## src/logic/smpm_pkg.sv

```systemverilog
// Package for the serial management pin mux: modes, carriers, constants
package smpm_pkg;

	// ----------------------------------------
	// Management modes
	// ----------------------------------------
	typedef enum logic [1:0] {
		SMPM_MODE_SPI = 2'h0,
		SMPM_MODE_I2C = 2'h1,
		SMPM_MODE_EXT = 2'h3,
		SMPM_MODE_UNMANAGED = 2'h2
	} smpm_mode_t;

	// ----------------------------------------
	// Strap capture sequence
	// ----------------------------------------
	typedef enum logic [1:0] {
		SMPM_ST_RESET = 2'h0,
		SMPM_ST_CAPTURE = 2'h1,
		SMPM_ST_RUN = 2'h3
	} smpm_state_t;

	localparam int SMPM_STRAP_W = 8;
	localparam int SMPM_NUM_UGPIO = 4;
	localparam int SMPM_NUM_LGPIO = 8;
	localparam logic [SMPM_STRAP_W-1:0] SMPM_STRAP_RST = 8'h00;
	localparam smpm_mode_t SMPM_MODE_RST = SMPM_MODE_UNMANAGED;
	// Strap capture window length, in cycles after reset release
	localparam logic [3:0] SMPM_CAPTURE_CYC = 4'h4;

	// GPIO pin configuration
	localparam logic [1:0] SMPM_GP_IN = 2'h0;
	localparam logic [1:0] SMPM_GP_PP = 2'h1;
	localparam logic [1:0] SMPM_GP_OD = 2'h2;

	// ----------------------------------------
	// Carriers
	// ----------------------------------------
	typedef struct packed {
		logic sck;
		logic sdi;
		logic select_n;
	} smpm_spi_t;

	typedef struct packed {
		logic scl;
		logic sda;
	} smpm_i2c_t;

	typedef struct packed {
		logic polarity_high;
		logic open_drain;
		logic enable;
	} smpm_irq_cfg_t;

	typedef struct packed {
		smpm_state_t state;
		logic [3:0] count;
		smpm_mode_t mode;
		logic [SMPM_STRAP_W-1:0] straps;
	} smpm_reg_t;

endpackage

```

## src/logic/smpm_gpio_pad.sv

```systemverilog
// One general purpose pad: push-pull, open-drain or input
`timescale 1ns/1ps
module smpm_gpio_pad
	import smpm_pkg::*;
(
	// Clock and reset
	input wire logic clk_i,
	input wire logic rstn_i,
	// Configuration
	input wire logic [1:0] cfg_i,
	input wire logic dout_i,
	// Pad
	input wire logic pad_i,
	output logic pad_o,
	output logic pad_oe_o,
	// Core side
	output logic din_o
);

	logic din_q;

	always_comb begin
		pad_o = 1'b0;
		pad_oe_o = 1'b0;
		case (cfg_i)
			SMPM_GP_PP: begin
				pad_o = dout_i;
				pad_oe_o = 1'b1;
			end
			SMPM_GP_OD: begin
				pad_o = 1'b0;
				pad_oe_o = ~dout_i;
			end
			default: begin
				pad_o = 1'b0;
				pad_oe_o = 1'b0;
			end
		endcase
	end

	always_ff @(posedge clk_i) begin
		if (!rstn_i) begin
			din_q <= 1'b0;
		end else if (cfg_i == SMPM_GP_IN) begin
			din_q <= pad_i;
		end else begin
			din_q <= 1'b0;
		end
	end

	assign din_o = din_q;

endmodule

```

## src/logic/smpm_top.sv

```systemverilog
// Serial management pin mux: mode steering, straps, GPIO and IRQ pads
//
// Function
// - Data pin: SPI input or I2C open-drain
// - Clock pin: SPI or I2C clock input
// - Other modes ignore data and clock pins
// - SPI output driven low outside SPI mode
// - SPI transfers accepted only while selected
// - SPI output tri-stated while select high
// - Select ignored outside SPI mode
// - Straps latched on the fifth clock after reset release
// - Strap sampling only during capture window
// - Upper GPIOs: push-pull, open-drain or input
// - Upper GPIO input buffer only when input
// - Lower GPIOs share pins with LEDs
// - IRQ source and buffer selectable; polarity selectable in push-pull only
// - External or power-on reset resets device
`timescale 1ns/1ps
module smpm_top
	import smpm_pkg::*;
(
	// Clock and resets
	input wire logic clk_i,
	input wire logic rstn_i,
	input wire logic ext_reset_n_i,
	// Strap pins and mode strap
	input wire logic [SMPM_STRAP_W-1:0] strap_pins_i,
	input wire smpm_mode_t mode_strap_i,
	// Shared management pins
	input wire logic mgmt_data_i,
	output logic mgmt_data_o,
	output logic mgmt_data_oe_o,
	input wire logic mgmt_clk_i,
	input wire logic spi_select_n_i,
	output logic spi_dout_o,
	output logic spi_dout_oe_o,
	// Core side serial engines
	output smpm_spi_t spi_core_o,
	output smpm_i2c_t i2c_core_o,
	input wire logic spi_core_dout_i,
	input wire logic i2c_core_sda_low_i,
	// Upper GPIOs
	input wire logic [2*SMPM_NUM_UGPIO-1:0] ugpio_cfg_i,
	input wire logic [SMPM_NUM_UGPIO-1:0] ugpio_dout_i,
	input wire logic [SMPM_NUM_UGPIO-1:0] ugpio_pad_i,
	output logic [SMPM_NUM_UGPIO-1:0] ugpio_pad_o,
	output logic [SMPM_NUM_UGPIO-1:0] ugpio_pad_oe_o,
	output logic [SMPM_NUM_UGPIO-1:0] ugpio_din_o,
	// Lower GPIO / LED shared pins
	input wire logic [SMPM_NUM_LGPIO-1:0] lgpio_led_sel_i,
	input wire logic [SMPM_NUM_LGPIO-1:0] led_i,
	input wire logic [SMPM_NUM_LGPIO-1:0] lgpio_dout_i,
	input wire logic [SMPM_NUM_LGPIO-1:0] lgpio_oe_i,
	output logic [SMPM_NUM_LGPIO-1:0] lgpio_pad_o,
	output logic [SMPM_NUM_LGPIO-1:0] lgpio_pad_oe_o,
	// Interrupt
	input wire logic [1:0] irq_sources_i,
	input wire logic irq_source_sel_i,
	input wire smpm_irq_cfg_t irq_cfg_i,
	output logic irq_pad_o,
	output logic irq_pad_oe_o,
	// Status
	output smpm_mode_t mode_o,
	output logic [SMPM_STRAP_W-1:0] straps_o,
	output logic ready_o
);

	smpm_reg_t r_q;
	smpm_reg_t r_d;
	logic chip_rstn;
	logic is_spi;
	logic is_i2c;
	logic irq_active;

	// ----------------------------------------
	// Chip-level reset
	// ----------------------------------------
	// Either reset source
	assign chip_rstn = rstn_i & ext_reset_n_i;

	// ----------------------------------------
	// Strap capture
	// ----------------------------------------
	always_comb begin
		r_d = r_q;
		case (r_q.state)
			SMPM_ST_RESET: begin
				r_d.state = SMPM_ST_CAPTURE;
				r_d.count = 4'h0;
			end
			SMPM_ST_CAPTURE: begin
				r_d.count = r_q.count + 4'h1;
				if (r_q.count == SMPM_CAPTURE_CYC - 4'h1) begin
					r_d.straps = strap_pins_i;
					r_d.mode = mode_strap_i;
					r_d.state = SMPM_ST_RUN;
				end
			end
			SMPM_ST_RUN: begin
				r_d = r_q;
			end
			default: begin
				r_d.state = SMPM_ST_RESET;
			end
		endcase
	end

	always_ff @(posedge clk_i) begin
		if (!chip_rstn) begin
			r_q <= '{state: SMPM_ST_RESET, count: 4'h0, mode: SMPM_MODE_RST,
				straps: SMPM_STRAP_RST};
		end else begin
			r_q <= r_d;
		end
	end

	assign mode_o = r_q.mode;
	assign straps_o = r_q.straps;
	assign ready_o = (r_q.state == SMPM_ST_RUN);

	// ----------------------------------------
	// Serial management steering
	// ----------------------------------------
	// Pins idle until straps valid
	assign is_spi = ready_o && (r_q.mode == SMPM_MODE_SPI);
	assign is_i2c = ready_o && (r_q.mode == SMPM_MODE_I2C);

	always_comb begin
		spi_core_o = '{sck: 1'b1, sdi: 1'b1, select_n: 1'b1};
		i2c_core_o = '{scl: 1'b1, sda: 1'b1};
		if (is_spi) begin
			spi_core_o.sck = mgmt_clk_i;
			spi_core_o.sdi = mgmt_data_i;
			spi_core_o.select_n = spi_select_n_i;
		end
		if (is_i2c) begin
			i2c_core_o.scl = mgmt_clk_i;
			i2c_core_o.sda = mgmt_data_i;
		end
	end

	assign mgmt_data_o = 1'b0;
	assign mgmt_data_oe_o = is_i2c & i2c_core_sda_low_i;

	always_comb begin
		spi_dout_o = 1'b0;
		spi_dout_oe_o = 1'b1;
		if (is_spi) begin
			spi_dout_o = spi_core_dout_i;
			spi_dout_oe_o = ~spi_select_n_i;
		end
	end

	// ----------------------------------------
	// GPIO pads
	// ----------------------------------------
	for (genvar g = 0; g < SMPM_NUM_UGPIO; g++) begin : g_ugpio
		smpm_gpio_pad u_pad (
			.clk_i(clk_i),
			.rstn_i(chip_rstn),
			.cfg_i(ugpio_cfg_i[2*g+:2]),
			.dout_i(ugpio_dout_i[g]),
			.pad_i(ugpio_pad_i[g]),
			.pad_o(ugpio_pad_o[g]),
			.pad_oe_o(ugpio_pad_oe_o[g]),
			.din_o(ugpio_din_o[g])
		);
	end

	always_comb begin
		for (int i = 0; i < SMPM_NUM_LGPIO; i++) begin
			lgpio_pad_o[i] = lgpio_led_sel_i[i] ? led_i[i] : lgpio_dout_i[i];
			lgpio_pad_oe_o[i] = lgpio_led_sel_i[i] | lgpio_oe_i[i];
		end
	end

	// ----------------------------------------
	// Interrupt pad
	// ----------------------------------------
	// Source, polarity, buffer select
	assign irq_active = irq_cfg_i.enable & irq_sources_i[irq_source_sel_i];

	always_comb begin
		if (irq_cfg_i.open_drain) begin
			irq_pad_o = 1'b0;
			irq_pad_oe_o = irq_active;
		end else begin
			irq_pad_o = irq_cfg_i.polarity_high ? irq_active : ~irq_active;
			irq_pad_oe_o = 1'b1;
		end
	end

endmodule

```

## config.mk

```make
export PLATFORM = sky130hd
export DESIGN_NAME = smpm_top
export DESIGN_NICKNAME = d
export VERILOG_FILES = /design/src/logic/smpm_pkg.sv /design/src/logic/smpm_gpio_pad.sv /design/src/logic/smpm_top.sv
export SDC_FILE = /design/constraint.sdc
export NUM_CORES = 1
export LEC_CHECK = 0
export BUFFER_PORTS_ARGS = -buffer_cell sky130_fd_sc_hd__buf_2
export CAP_MARGIN = 25
export CORE_ASPECT_RATIO = 0.9
export CORE_MARGIN = 2
export CORE_UTILIZATION = 38
export DETAILED_ROUTE_END_ITERATION = 8
export PLACE_DENSITY = 0.88
export SLEW_MARGIN = 20
export SYNTH_ARGS = -nofsm -noshare
export SYNTH_HDL_FRONTEND = slang
export SYNTH_SLANG_ARGS = --single-unit
```

## constraint.sdc

```tcl
create_clock -name clk_i -period 1.4 [get_ports clk_i]
set_input_delay 0.28 -clock clk_i [delete_from_list [all_inputs] [get_ports clk_i]]
set_output_delay 0.28 -clock clk_i [all_outputs]
set_load 0.02 [all_outputs]
```

# Word-level counts from Yosys, hierarchy flattened
# Index checks and enable logic that the tools add are counted.
# word_totals
regBits,20
word_cells,84
in_bits,72
# op_classes
reduce_logical,15
bitwise,18
n_mux,28
n_eq_ne,13
n_lt_le_gt_ge,1
n_addsub,1
# op_table
operator,n
1-bit two-way mux,19
"2-bit by 1-bit == test with 1-bit output, second input constant",6
2-bit zero test,6
2-bit AND reduction,6
"2-bit == test, second input constant",5
1-bit OR,8
1-bit case mux with 2 select lines,4
4-bit case mux with 2 select lines,1
1-bit NOT,7
2-bit case mux with 3 select lines,1
"4-bit by 1-bit adder with 4-bit output, second input constant",1
"4-bit by 2-bit == test with 1-bit output, second input constant",1
2-bit two-way mux,2
1-bit AND,3
3-bit two-way mux,1
1-bit logical AND,2
"1-bit by 2-bit less-than comparator with 1-bit output, second input constant",1
"2-bit != test, second input constant",1
2-bit nonzero test,1

# Logic depth before layout (Yosys ltp)
# logic_depth
word_depth,6
ltp_mapped,5
ltp_nobuf,4

# Modules after synthesis
# From an unflattened synthesis, not the netlist that was laid out.
# unflattened
hier_cells,165
hier_area_um2,1340.0
# modules_own_cells
module,cells_each,n_inst,area_per_inst_um2
smpm_top,125,1,974.7
smpm_gpio_pad,10,4,91.3

# Worst setup path before layout
# Ideal clock, no wire load.
# synth_timing
path_type,register to output
start,register r_q[15] in the netlist's numbering
end,output port spi_dout_o
stages_incl_launch_ff,5
setup_slack_ps,-34
arrival_ps,1154
path_buffers,1
cell_sequence,dfxtp_1 > buf_2 > nand2_1 > nor3_1 > and2_1
# synth_between
elab_chain_len,3
# synth_rtl
item,line,text
"start, declared",smpm_top.sv:68,smpm_reg_t r_q;
"start signal, assigned",smpm_top.sv:110,"r_q <= '{state: SMPM_ST_RESET, count: 4'h0, mode: SMPM_MODE_RST,"
"start signal, assigned",smpm_top.sv:113,r_q <= r_d;
2-bit == test,smpm_top.sv:119,assign ready_o = (r_q.state == SMPM_ST_RUN);
1-bit logical AND,smpm_top.sv:125,assign is_spi = ready_o && (r_q.mode == SMPM_MODE_SPI);
1-bit two-way mux,smpm_top.sv:148,if (is_spi) begin
"end, declared",smpm_top.sv:35,"output logic spi_dout_o,"
# Every way passes these cells.

==> run_results.csv <==
group,metric,value,unit
status,status,"finished with violations",
status,failed_checks,"negative setup slack",
place,place.gp.congestion,0.763,
sta,setup_slack,-132,ps
critical_path,startpoint_type,"flop",
min_path,hp-class,"in2reg",
critical_path,crit_type,"reg2out",
power_and_ir_drop,p_int,1120,uW
synthesis,yosys.area_share.simple,0.239,
detailed_routing,first_pass_iters,4,
synthesis,synth_top_family_by_area,"simple AND/OR/NAND/NOR gates",
detailed_routing,vias,1527,
sta,setup_viol,8,
global_route,grt_max_degree,16,
sta,rsz0062_at_grt,"true",
die,die_w,68.8,um
sta,period_minus_slack,1530,ps
flow_run,maxCapViolCount,0,
synthesis,synth_cell_types,29,
clock_network,numCtsBuffers,3,
synthesis,synthAdderAreaFrac,0.113,
global_route,grt_pass1_vias,1447,
power_and_ir_drop,p_clk_frac,0.387,
die,dieArea,0.00428,mm2
sta,timing.fmax,653,MHz
synthesis,synth-xor-area-share,0,
synthesis,yosysTopAreaCellShare,0.279,
synthesis,synth_top_area_cell,"dfxtp_1",
synthesis,yosysWarnings,0,
layout,final_net_count,364,
power_and_ir_drop,p_per_area,686,mW/mm2
power_and_ir_drop,switching_power,363,uW
die,die_y,62.3,um
synthesis,async_flop_share,0,
synthesis,synth_cells,176,
synthesis,yosys_register_bits,20,
synthesis,yosysSeqAreaShare,0.279,
global_route,track_usage,0.183,
power_and_ir_drop,p_leak,0.00113,uW
critical_path,path_max_fanout,3,
clock_network,cts-root-buf,"clkbuf_8",
place,dp_hpwl,3010,um
detailed_routing,routedWlPerCell,11.5,um
detailed_routing,viasPerCell,4.71,
die,io_pins,122,
sta,tns,-656,ps
synthesis,synth_edf_count,0,
place,pre_cts_slack,-75.6,ps
synthesis,syn_avg_cell_area,8.15,um2
critical_path,worst_path_max_delay_cell,"dfxtp_2",
synthesis,synth_compound_area_frac,0.121,
synthesis,syn_area,0.00144,mm2
sta,drv_slew,0,
power_and_ir_drop,switching_share,0.245,
clock_network,cts.path.max_buffers,2,
synthesis,syn-num-nets,261,
detailed_routing,postRouteWirelength,3720,um
clock_network,cts_hold_buf,0,
layout,syn_to_final_growth,50.6,%
sta,hold_viol_final,0,
die,core,0.00368,mm2
layout,drive_above_1_share,0.583,
critical_path,worst_ep_required_time,1120,ps
power_and_ir_drop,combPwrFrac,0.228,
layout,nFillCells,340,
layout,diodes,0,
detailed_routing,drcViolationCount,0,
synthesis,synth_common_cells,"buf_4 (24), dfxtp_1 (20), a21oi_1 (15), nand3_1 (14), ha_1 (13)",
sta,tightestPinTransition,541,ps
clock_network,clk_latency,260,ps
critical_path,critPathMaxStageDelay,350,ps
critical_path,worstPathCellList,"buf_4 > nand4b_1 > or2_4 > buf_6",
sta,fin_skew,8.37,ps
detailed_routing,drt_first_iter_violations,70,
power_and_ir_drop,peakVddDrop,713,uV
power_and_ir_drop,seq_power_share,0.386,
global_route,antenna_found_initial,0,
synthesis,ys.flop_type,"dfxtp_1",
critical_path,crit_path_end_kind,"output pin",
die,row_count,21,
global_route,grt-ovfl-total,0,
critical_path,arrival,1250,ps
detailed_routing,antenna_left,0,
clock_network,clock-sinks,20,
clock_network,cts_max_level,1,
sta,min_period_over_period,1.09,
synthesis,synth_area_leaders,"dfxtp_1 (28%), buf_4 (13%), ha_1 (11%)",
clock_network,cts_tree,"done",
power_and_ir_drop,p_total,1480,uW
global_route,grt_pass1_wl,6010,um
clock_network,path_clk_slew,80,ps
synthesis,yosys-mux-area-fraction,0.0706,
synthesis,yosysMostFrequentCell,"buf_4",
sta,maxSlewHeadroom,0.638,
die,start_util,0.390,
place,portBuffers,120,
[power groups by stage]
stage | clock [uW] | combinational (uW) | sequential (uW)
finish | 573 | 338 | 572
global route | 604 | 372 | 572
CTS | 581 | 335 | 573
detailed placement | 0 | 327 | 588
global placement | 0 | 317 | 588
floorplan | 0 | 186 | 587
[cell families after synthesis]
| family | Yosys count |
|---|---|
| multiplexers | 9 |
| AND/OR/NAND/NOR | 59 |
| flip-flops | 20 |
| buffers and inverters | 42 |
| other | 1 |
| adder cells (fa/ha/maj) | 13 |
| AO/OA/AOI/OAI | 32 |
[worst max-delay path: cells and delay by family (launching register included)]
| family | cells | cell delay (ps) |
|---|---|---|
| buffers and inverters | 2 | 250 |
| flip-flops | 1 | 350 |
| AND/OR/NAND/NOR | 2 | 390 |
[final cells by class]
type | instances | area (um2) | area share
tap | 46 | 57.6 | 0.0266
clock buffer | 3 | 41.3 | 0.0191
inverter | 12 | 45.0 | 0.0208
timing repair buffer | 128 | 736 | 0.340
multi-input combinational | 114 | 841 | 0.389
clock inverter | 1 | 30.0 | 0.0139
sequential | 20 | 410 | 0.190
[layer usage]
layer	routed length [um]	global-route usage	vias up
li1	-	-	768
met1	1310	0.182	679
met2	2100	0.356	75
met3	285	0.0453	5
met4	27	0.0539	0
met5	0	0	-
[path summary, 6_finish.rpt]
kind,cells past startpoint,slack (ps),end,start
max,4,-130,i2c_core_o[1],r_q[14]$_SDFFE_PN0P_
min reg2reg,2,470,straps_o[5]$_SDFFE_PN0P_,straps_o[5]$_SDFFE_PN0P_
min,2,260,g_ugpio[1].u_pad.din_o$_SDFF_PN0_,ugpio_pad_i[1]
max reg2reg,5,60,r_q[13]$_SDFFE_PN0P_,r_q[14]$_SDFFE_PN0P_
[flip-flops by register name, indices dropped and copies added, names as in the netlist]
signal / count
r_q: 6
straps_o: 8
mode_o: 2
g_ugpio.u_pad.din_o: 4
[repair_timing]
| item | CTS | global route |
|---|---|---|
| pin swaps | 3 | 3 |
| setup buffers | 2 | 1 |
| resized for setup | 26 | 9 |
| endpoints found under the setup margin | 9 | 14 |
[metrics by stage]
stage                     std cells  utilization  instance area [um2]  hold WS, ps
after floorplan                 176            -                 1440          426
after global placement          317        0.526                 1930          460
after detailed placement        317        0.526                 1930          466
after CTS                       323        0.575                 2120          251
after global routing            324        0.587                 2160          261
final                           324        0.587                 2160          255
[cell usage in the layout (no fill, tap or decap), types with 7 or more instances in the layout]
cell type    n
dfxtp_1     16
or2_2        8
a21oi_1     14
nand2_1      7
o21ai_0     10
buf_6       10
buf_2      110
inv_1       11
mux2_2       8
nand3_1     13
buf_4        7
ha_1        13
No activity file was read; power rests on OpenSTA's default activity.
